[src/drive_params_pkg.sv]
package drive_params_pkg;

    ////////////////////////////////////////////////////////////////////////////
    // Parameter addresses
    localparam logic [15:0] ADDR_ENCODER_PRESET = 16'h052C;
    localparam logic [15:0] ADDR_ERROR_BEHAVIOUR = 16'h190C;
    localparam logic [15:0] ADDR_REPLACEMENT_ENABLE = 16'h1A28;
    localparam logic [15:0] ADDR_AUTOSAVE_INTERVAL = 16'h1A2A;
    localparam logic [15:0] ADDR_STATUS_WORD = 16'h1B04;

    ////////////////////////////////////////////////////////////////////////////
    // Values after reset
    localparam logic [31:0] PRESET_RESET = 32'h0000_0000;
    localparam logic [15:0] ERROR_BEHAVIOUR_RESET = 16'h0000;
    localparam logic [15:0] REPLACEMENT_ENABLE_RESET = 16'h0000;
    localparam logic [15:0] AUTOSAVE_RESET = 16'h0000;
    localparam logic [15:0] STATUS_RESET = 16'h0000;

    ////////////////////////////////////////////////////////////////////////////
    // Status word bit positions
    localparam int STAT_VOLTAGE_BIT = 4;
    localparam int STAT_WARNING_BIT = 7;
    localparam int STAT_HALT_BIT = 8;
    localparam int STAT_REMOTE_BIT = 9;
    localparam int STAT_TARGET_BIT = 10;
    localparam int STAT_RESERVED_BIT = 11;
    localparam int STAT_MODE_SPEC_BIT = 12;
    localparam int STAT_MODE_ERR_BIT = 13;
    localparam int STAT_MOTION_END_BIT = 14;
    localparam int STAT_REF_OK_BIT = 15;

    ////////////////////////////////////////////////////////////////////////////
    // Selector codes and limits
    localparam logic [15:0] BEHAVIOUR_WARNING = 16'h0000;
    localparam logic [15:0] BEHAVIOUR_QUICK_STOP = 16'h0001;
    localparam logic [15:0] REPLACEMENT_ON = 16'h0001;
    localparam logic [15:0] AUTOSAVE_MAX_CODE = 16'h0005;
    localparam int MULTITURN_FACTOR = 4096;
    localparam int MAX_POS_PER_REV_DEFAULT = 16384;

    ////////////////////////////////////////////////////////////////////////////
    // Timing
    localparam longint CLK_HZ = 50_000_000;
    localparam longint MINUTE_S = 60;
    localparam logic [31:0] MINUTE_CYCLES_DEFAULT = 32'(MINUTE_S * CLK_HZ);

    ////////////////////////////////////////////////////////////////////////////
    // Carriers
    typedef struct packed {
        logic [5:0] state_code;
        logic voltage_enabled;
        logic warning;
        logic halt_active;
        logic remote;
        logic target_reached;
        logic mode_specific;
        logic mode_error;
        logic motion_end;
        logic ref_valid;
    } drive_flags_t;

    typedef struct packed {
        logic valid;
        logic write;
        logic [15:0] addr;
        logic [31:0] wdata;
    } param_req_t;

    typedef struct packed {
        logic done;
        logic refused;
        logic [31:0] rdata;
    } param_rsp_t;

    ////////////////////////////////////////////////////////////////////////////
    // Helpers
    function automatic logic [15:0] pack_status(input drive_flags_t f);
        logic [15:0] w;
        w = 16'h0000;
        w[3:0] = f.state_code[3:0];
        w[5] = f.state_code[4];
        w[6] = f.state_code[5];
        w[STAT_VOLTAGE_BIT] = f.voltage_enabled;
        w[STAT_WARNING_BIT] = f.warning;
        w[STAT_HALT_BIT] = f.halt_active;
        w[STAT_REMOTE_BIT] = f.remote;
        w[STAT_TARGET_BIT] = f.target_reached;
        w[STAT_RESERVED_BIT] = 1'b0;
        w[STAT_MODE_SPEC_BIT] = f.mode_specific;
        w[STAT_MODE_ERR_BIT] = f.mode_error;
        w[STAT_MOTION_END_BIT] = f.motion_end;
        w[STAT_REF_OK_BIT] = f.ref_valid;
        return w;
    endfunction

    function automatic logic [6:0] autosave_minutes(input logic [15:0] code);
        case (code)
            16'h0001: return 7'h01;
            16'h0002: return 7'h05;
            16'h0003: return 7'h0F;
            16'h0004: return 7'h1E;
            16'h0005: return 7'h3C;
            default: return 7'h00;
        endcase
    endfunction

endpackage

[src/autosave_scheduler.sv]
`timescale 1ns/1ns
`default_nettype none
module autosave_scheduler
    import drive_params_pkg::*;
(
    input wire logic clk_in,
    input wire logic reset_n_in,
    input wire logic ce_in,
    input wire logic minute_tick_in,
    input wire logic enable_in,
    input wire logic [15:0] interval_code_in,
    output logic store_out
);

    logic [6:0] minutes_reg;
    logic [15:0] code_prev_reg;
    logic [6:0] period;

    assign period = autosave_minutes(interval_code_in);

    // Periodic store
    always_ff @(posedge clk_in or negedge reset_n_in) begin
        if (!reset_n_in) begin
            minutes_reg <= 7'h00;
            code_prev_reg <= AUTOSAVE_RESET;
            store_out <= 1'b0;
        end else if (ce_in) begin
            code_prev_reg <= interval_code_in;
            store_out <= 1'b0;
            if (!enable_in || period == 7'h00 || code_prev_reg != interval_code_in) begin
                minutes_reg <= 7'h00;
            end else if (minute_tick_in) begin
                if (minutes_reg + 7'h01 >= period) begin
                    minutes_reg <= 7'h00;
                    store_out <= 1'b1;
                end else begin
                    minutes_reg <= minutes_reg + 7'h01;
                end
            end
        end
    end
endmodule
`default_nettype wire

[src/drive_status_fieldbus_params.sv]
`timescale 1ns/1ns
`default_nettype none
// Overview of operation
// Status bits 0-3,5,6 carry the state, bit 4 voltage, bit 7 warning, bit 8 halt.
// Status bit 9 is remote, bit 10 target reached, bit 11 reserved.
// Status bit 12 is mode specific, 13 mode error, 14 motion end, 15 reference valid.
// A preset write sets encoder position; singleturn range is 0 to max per rev minus one.
// Multiturn preset range is 0 to 4096 times max per rev, minus one.
// Max user position per revolution defaults to 16384.
// The master sets any direction reversal before writing the preset.
// A new preset only takes effect at the next controller switch-on.
// The master waits at least one second after a preset write before switching off; the master model waits only 8 clock cycles.
// Applying the preset also shifts the virtual and simulated index pulses.
// Bad realtime data gives a warning for selector 0, a quick stop for 1; default 0.
// Autosave codes 0..5 mean off, 1, 5, 15, 30 and 60 minutes; default 0.
// With replacement enabled and autosave on, configuration is stored periodically.
// With a device name set and replacement enabled, configuration is fetched.
// Reserved status bit 11 always reads zero.
module drive_status_fieldbus_params
    import drive_params_pkg::*;
#(
    parameter int MAX_POS_PER_REV = MAX_POS_PER_REV_DEFAULT,
    parameter logic [31:0] MINUTE_CYCLES = MINUTE_CYCLES_DEFAULT
) (
    input wire logic clk_in,
    input wire logic reset_n_in,
    input wire logic ce_in,
    input wire param_req_t param_req_in,
    output param_rsp_t param_rsp_out,
    input wire drive_flags_t drive_flags_in,
    input wire logic encoder_multiturn_in,
    input wire logic controller_on_in,
    input wire logic rt_data_error_in,
    input wire logic device_name_set_in,
    output logic [15:0] status_word_out,
    output logic [31:0] encoder_position_out,
    output logic encoder_load_out,
    output logic index_shift_out,
    output logic preset_pending_out,
    output logic rt_warning_out,
    output logic quick_stop_out,
    output logic config_fetch_out,
    output logic config_store_out
);

    ////////////////////////////////////////////////////////////////////////////
    // Limits
    localparam logic [63:0] SINGLE_LIMIT = 64'(MAX_POS_PER_REV);
    localparam logic [63:0] MULTI_LIMIT = 64'(MAX_POS_PER_REV) * 64'(MULTITURN_FACTOR);

    ////////////////////////////////////////////////////////////////////////////
    // State
    logic [15:0] status_reg;
    logic [31:0] preset_reg;
    logic preset_pending_reg;
    logic [15:0] behaviour_reg;
    logic [15:0] repl_enable_reg;
    logic [15:0] autosave_reg;
    logic controller_on_prev_reg;
    logic fetch_armed_prev_reg;
    logic minute_tick;
    logic store_pulse;

    ////////////////////////////////////////////////////////////////////////////
    // Access decode
    logic wr_req;
    logic rd_req;
    logic preset_in_range;
    logic preset_wr_ok;
    logic behaviour_wr_ok;
    logic repl_wr_ok;
    logic autosave_wr_ok;
    logic fetch_armed;
    logic switch_on_edge;
    param_rsp_t rsp_next;

    assign wr_req = param_req_in.valid && param_req_in.write;
    assign rd_req = param_req_in.valid && !param_req_in.write;
    assign fetch_armed = (repl_enable_reg == REPLACEMENT_ON) && device_name_set_in;
    assign switch_on_edge = controller_on_in && !controller_on_prev_reg;

    // Preset range check
    always_comb begin
        preset_in_range = 1'b0;
        if (!param_req_in.wdata[31]) begin
            if (encoder_multiturn_in) begin
                // Multiturn limit
                preset_in_range = 64'(param_req_in.wdata) < MULTI_LIMIT;
            end else begin
                // Singleturn limit
                preset_in_range = 64'(param_req_in.wdata) < SINGLE_LIMIT;
            end
        end
    end

    assign preset_wr_ok = wr_req && param_req_in.addr == ADDR_ENCODER_PRESET && preset_in_range;
    assign behaviour_wr_ok = wr_req && param_req_in.addr == ADDR_ERROR_BEHAVIOUR
        && param_req_in.wdata <= 32'(BEHAVIOUR_QUICK_STOP);
    assign repl_wr_ok = wr_req && param_req_in.addr == ADDR_REPLACEMENT_ENABLE
        && param_req_in.wdata <= 32'(REPLACEMENT_ON);
    // Autosave code range
    assign autosave_wr_ok = wr_req && param_req_in.addr == ADDR_AUTOSAVE_INTERVAL
        && param_req_in.wdata <= 32'(AUTOSAVE_MAX_CODE);

    // Response word
    always_comb begin
        rsp_next.done = param_req_in.valid;
        rsp_next.refused = 1'b0;
        rsp_next.rdata = 32'h0000_0000;
        if (rd_req) begin
            case (param_req_in.addr)
                ADDR_ENCODER_PRESET: rsp_next.rdata = preset_reg;
                ADDR_ERROR_BEHAVIOUR: rsp_next.rdata = {16'h0000, behaviour_reg};
                ADDR_REPLACEMENT_ENABLE: rsp_next.rdata = {16'h0000, repl_enable_reg};
                ADDR_AUTOSAVE_INTERVAL: rsp_next.rdata = {16'h0000, autosave_reg};
                ADDR_STATUS_WORD: rsp_next.rdata = {16'h0000, status_reg};
                default: rsp_next.refused = 1'b1;
            endcase
        end else if (wr_req) begin
            rsp_next.refused = !(preset_wr_ok || behaviour_wr_ok || repl_wr_ok
                || autosave_wr_ok);
        end
    end

    always_ff @(posedge clk_in or negedge reset_n_in) begin
        if (!reset_n_in) begin
            param_rsp_out <= '0;
        end else if (ce_in) begin
            param_rsp_out <= rsp_next;
        end
    end

    ////////////////////////////////////////////////////////////////////////////
    // Status word
    // Bit packing
    // Status capture
    always_ff @(posedge clk_in or negedge reset_n_in) begin
        if (!reset_n_in) begin
            status_reg <= STATUS_RESET;
            status_word_out <= STATUS_RESET;
        end else if (ce_in) begin
            status_reg <= pack_status(drive_flags_in);
            status_word_out <= pack_status(drive_flags_in);
        end
    end

    ////////////////////////////////////////////////////////////////////////////
    // Encoder preset
    // Deferred apply
    always_ff @(posedge clk_in or negedge reset_n_in) begin
        if (!reset_n_in) begin
            preset_reg <= PRESET_RESET;
            preset_pending_reg <= 1'b0;
            controller_on_prev_reg <= 1'b0;
            encoder_load_out <= 1'b0;
            index_shift_out <= 1'b0;
            encoder_position_out <= PRESET_RESET;
            preset_pending_out <= 1'b0;
        end else if (ce_in) begin
            controller_on_prev_reg <= controller_on_in;
            encoder_load_out <= 1'b0;
            index_shift_out <= 1'b0;
            if (switch_on_edge && preset_pending_reg) begin
                encoder_load_out <= 1'b1;
                // Index pulse shift
                index_shift_out <= 1'b1;
                encoder_position_out <= preset_reg;
            end
            if (preset_wr_ok) begin
                preset_reg <= param_req_in.wdata;
                preset_pending_reg <= 1'b1;
                preset_pending_out <= 1'b1;
            end else if (switch_on_edge) begin
                preset_pending_reg <= 1'b0;
                preset_pending_out <= 1'b0;
            end
        end
    end

    ////////////////////////////////////////////////////////////////////////////
    // Realtime data error reaction
    always_ff @(posedge clk_in or negedge reset_n_in) begin
        if (!reset_n_in) begin
            behaviour_reg <= ERROR_BEHAVIOUR_RESET;
        end else if (ce_in && behaviour_wr_ok) begin
            behaviour_reg <= param_req_in.wdata[15:0];
        end
    end

    // Warning or quick stop
    always_ff @(posedge clk_in or negedge reset_n_in) begin
        if (!reset_n_in) begin
            rt_warning_out <= 1'b0;
            quick_stop_out <= 1'b0;
        end else if (ce_in) begin
            rt_warning_out <= rt_data_error_in && behaviour_reg == BEHAVIOUR_WARNING;
            quick_stop_out <= rt_data_error_in && behaviour_reg == BEHAVIOUR_QUICK_STOP;
        end
    end

    ////////////////////////////////////////////////////////////////////////////
    // Device replacement
    always_ff @(posedge clk_in or negedge reset_n_in) begin
        if (!reset_n_in) begin
            repl_enable_reg <= REPLACEMENT_ENABLE_RESET;
            autosave_reg <= AUTOSAVE_RESET;
        end else if (ce_in) begin
            if (repl_wr_ok) begin
                repl_enable_reg <= param_req_in.wdata[15:0];
            end
            if (autosave_wr_ok) begin
                autosave_reg <= param_req_in.wdata[15:0];
            end
        end
    end

    // Fetch on enable with name
    always_ff @(posedge clk_in or negedge reset_n_in) begin
        if (!reset_n_in) begin
            fetch_armed_prev_reg <= 1'b0;
            config_fetch_out <= 1'b0;
            config_store_out <= 1'b0;
        end else if (ce_in) begin
            fetch_armed_prev_reg <= fetch_armed;
            config_fetch_out <= fetch_armed && !fetch_armed_prev_reg;
            config_store_out <= store_pulse;
        end
    end

    minute_tick_gen #(
        .CYCLES(MINUTE_CYCLES)
    ) u_minute_tick (
        .clk_in(clk_in),
        .reset_n_in(reset_n_in),
        .ce_in(ce_in),
        .tick_out(minute_tick)
    );

    // Autosave gated by enable
    autosave_scheduler u_autosave (
        .clk_in(clk_in),
        .reset_n_in(reset_n_in),
        .ce_in(ce_in),
        .minute_tick_in(minute_tick),
        .enable_in(repl_enable_reg == REPLACEMENT_ON),
        .interval_code_in(autosave_reg),
        .store_out(store_pulse)
    );
endmodule
`default_nettype wire

[src/minute_tick_gen.sv]
`timescale 1ns/1ns
`default_nettype none
module minute_tick_gen
    import drive_params_pkg::*;
#(
    parameter logic [31:0] CYCLES = MINUTE_CYCLES_DEFAULT
) (
    input wire logic clk_in,
    input wire logic reset_n_in,
    input wire logic ce_in,
    output logic tick_out
);

    logic [31:0] count_reg;

    // Free-running minute divider
    always_ff @(posedge clk_in or negedge reset_n_in) begin
        if (!reset_n_in) begin
            count_reg <= 32'h0000_0000;
            tick_out <= 1'b0;
        end else if (ce_in) begin
            if (count_reg == CYCLES - 32'h0000_0001) begin
                count_reg <= 32'h0000_0000;
                tick_out <= 1'b1;
            end else begin
                count_reg <= count_reg + 32'h0000_0001;
                tick_out <= 1'b0;
            end
        end
    end

endmodule
`default_nettype wire
[config.mk]
export PLATFORM = sky130hd
export DESIGN_NAME = drive_status_fieldbus_params
export DESIGN_NICKNAME = d
export VERILOG_FILES = /design/src/drive_params_pkg.sv /design/src/autosave_scheduler.sv /design/src/drive_status_fieldbus_params.sv /design/src/minute_tick_gen.sv
export SDC_FILE = /design/constraint.sdc
export NUM_CORES = 1
export LEC_CHECK = 0
export ABC_AREA = 1
export BUFFER_PORTS_ARGS = -buffer_cell sky130_fd_sc_hd__buf_2
export CAP_MARGIN = 15
export CORE_ASPECT_RATIO = 0.7
export CORE_UTILIZATION = 54
export CTS_BUF_LIST = sky130_fd_sc_hd__clkbuf_4
export DETAILED_ROUTE_END_ITERATION = 8
export HOLD_SLACK_MARGIN = 0.08
export PLACE_DENSITY = 0.86
export SLEW_MARGIN = 20
export SYNTH_ARGS = -nofsm -noshare
export SYNTH_HDL_FRONTEND = slang
export SYNTH_SLANG_ARGS = --single-unit
[constraint.sdc]
create_clock -name clk_in -period 2.3 [get_ports clk_in]
set_input_delay 0.46 -clock clk_in [delete_from_list [all_inputs] [get_ports clk_in]]
set_output_delay 0.46 -clock clk_in [all_outputs]
set_load 0.03 [all_outputs]
==> impl_metrics.tcl <==
set metrics [dict create \
    synth.avg_cell_area_um2 8.09 \
    synth_seq_cells 226 \
    via_per_inst 5.44 \
    flow.area_growth_from_synthesis_pct 23.4 \
    p_int_uw 6130 \
    place_congestion 0.979 \
    power_frac_seq_pct 49.9 \
    hpwlAfterDp_um 22100 \
    dr.pass1.iters 6 \
    p_comb_share_pct 8.6 \
    finalSetupViolCount 6 \
    cp.required_ps 2800 \
    fmax_mhz 417 \
    power.density_nw_per_um2 612 \
    fin_setup_tns_ps -453 \
    switching_share_pct 26.7 \
    synth.top_cells.by_count "388 x nand2_1, 226 x dfrtp_1, 198 x inv_1" \
    violations "negative setup slack" \
    placed_area_um2 12400 \
    synthDistinctLibCells 46 \
    power.share.clock_pct 41.5 \
    critPathMaxFanout 5 \
    hold_depth 3 \
    nets 1718 \
    initial_core_util_pct 55.5 \
    r2r_end "u_autosave.minutes_reg[4]" \
    power.leakage_uw 0.00763 \
    yosys.area.top_type "dfrtp_1" \
    detail_route.wl_per_cell_um 16.5 \
    largest_reg_flops 34 \
    syn_area_um2 11100 \
    crit_type "reg2reg" \
    period_minus_slack_ps 2400 \
    seq_area_frac_synth_pct 51.1 \
    totalWireLength_um 32300 \
    grt_overflow_total 0 \
    clockBufferDepth 3 \
    synthCells 1370 \
    core_area_um2 20000 \
    drc 0 \
    max_cap_viol_count 0 \
    synth_top_area_share_pct 51.1 \
    grt_pass1_wl_um 52400 \
    r2r_setup_slack_ps -100 \
    antenna_found_initial 1 \
    slew_viol_final 0 \
    cts_tree "built" \
    numCtsBuffers 54 \
    fin_area_um2 13700 \
    rsz0062_at_grt "true" \
    grt_pass1_vias 10200 \
    async_flop_share_pct 100 \
    grt_max_degree 71 \
    ys_warn_count 0 \
    synth_area_leaders "dfrtp_1 51%, nand2_1 13%, inv_1 6.7%, nor2_1 4.9%, o21ai_0 3.3%" \
    fp.dieH_um 122 \
    ys.flop_type "dfrtp_1" \
    hold_path_class "in2reg" \
    cts.sinks 226 \
    num_vias 10600 \
    worst_slew_pin_slew_ps 593 \
    drive_gt1_share_pct 21.9 \
    whs_endpoint "preset_reg[22]" \
    root_buffer "clkbuf_4" \
    clk_pin_slew_worst_paths_ps 70 \
    synth_edf_count 0 \
    slew_headroom_pct 60.4 \
    max-vdd-ir-drop_mv 0.400 \
    syn-num-nets 1450 \
    largest_register "param_rsp_out" \
    hp-start "param_req_in[22]" \
    die_w_um 173 \
    setup_slack_ps -100 \
    cp.arrival_ps 2900 \
    hold_viol_final 0 \
    htree_num_levels 2 \
    worst_skew_pair.late_latency_ps 700 \
    drt_iter0_drc 1084 \
    outcome "finished with violations" \
    ios 161 \
    r2r_start "autosave_reg[11]" \
    portBuffers 159 \
    cp-start-kind "flip-flop" \
    grt_use_total_pct 31.5 \
    antenna_left 0 \
    skew_ps 97.7 \
    yosysMostFrequentCell "nand2_1" \
    power_switching_uw 2240 \
    dieArea_um2 21100 \
    placementRows 43 \
    reg2reg_depth 17 \
    period_share_pct 104 \
    end_kind "flip-flop" \
]
cells by family after synthesis:
kind of cell / Yosys count / synth area share (%)
flip-flops: 226 / 51.1
adder cells (fa/ha/maj): 8 / 0.904
buffers and inverters: 243 / 8.82
AO/OA/AOI/OAI: 146 / 7.97
AND/OR/NAND/NOR: 699 / 26.8
other: 1 / 0.0339
multiplexers: 27 / 2.74
XOR/XNOR: 20 / 1.65
cell usage in the layout, fill, tap and decap left out, types with 16 or more instances in the layout:
cell	synthesis	layout
clkbuf_4	0	79
nor2_1	144	141
nand2_1	388	385
dfrtp_1	226	226
buf_2	10	158
mux2_2	27	27
dlygate4sd3_1	0	43
nor3_1	26	26
o22ai_1	20	20
a32o_1	16	16
nand3_1	72	69
inv_1	198	197
nand4_1	30	30
buf_4	4	44
o21ai_0	74	73
critical path: stages (launching register included):
cell	delay (ps)
dfrtp_1	380
nor2_1	120
nand3_1	130
nor2_4	200
nand3_2	100
nor2_2	120
nand2_1	80
nand2_2	80
inv_2	30
ha_1	260
nand2_1	50
o21ai_1	130
nand2_1	60
nand3b_1	90
nand2_2	70
and2_4	160
nand3_2	80
nand2_2	50
metrics by stage:
stage                     std cells  utilization [%]  power (uW)  hold slack, ps  setup slack (ps)
final                          1950             68.5        8370             142              -100
after global routing           1949             68.5        8730             113              -250
after CTS                      1947             68.2        8390            80.5             -22.8
after detailed placement       1804             62.3        4890             452             -63.0
after global placement         1804             62.3        4870             447              19.0
after floorplan                1370                -        4580             164               111
worst max-delay path by stage:
stage / startpoint / end / slack [ps] / cells after the start
floorplan: autosave_reg[10] / u_autosave.minutes_reg[1] / 110 / 17
global placement: autosave_reg[12] / u_autosave.minutes_reg[2] / 20 / 17
detailed placement: autosave_reg[12] / u_autosave.store_out / -60 / 16
CTS: autosave_reg[15] / u_autosave.minutes_reg[4] / -20 / 17
global route: autosave_reg[11] / u_autosave.minutes_reg[3] / -250 / 17
finish: autosave_reg[11] / u_autosave.minutes_reg[4] / -100 / 17
per-layer routing:
layer | global-route usage (%) | part of all wire, % | vias up
li1 | - | - | 4919
met1 | 43.6 | 42 | 4953
met2 | 49.0 | 45 | 635
met3 | 5.93 | 9.6 | 102
met4 | 13.9 | 3.7 | 0
met5 | 0 | 0 | -
power by group through the flow:
stage | sequential [uW] | clock (uW) | combinational [uW]
2_1_floorplan | 4280 | 0 | 298
3_3_place_gp | 4250 | 0 | 626
3_5_place_dp | 4250 | 0 | 641
4_1_cts | 4170 | 3520 | 702
5_1_grt | 4190 | 3750 | 786
6_report | 4180 | 3470 | 719
cell type report:
type                       count  area (um2)
clock buffer                  79         593
clock inverter                18         130
inverter                     202         758
fill                        1518        6290
tap                          270         338
timing repair buffer         253        1700
antenna                        1        2.50
multi-input combinational    901        4490
sequential                   226        5660
what timing repair did:
item | in CTS | in global routing
hold endpoints to repair | 110 | 0
hold buffers | 43 | 0
setup buffers | 3 | 2
resized for setup | 5 | 9
pin swaps | 8 | 14
setup endpoints to repair | 7 | 7
Note: power is estimated with default switching activity, not from simulation.
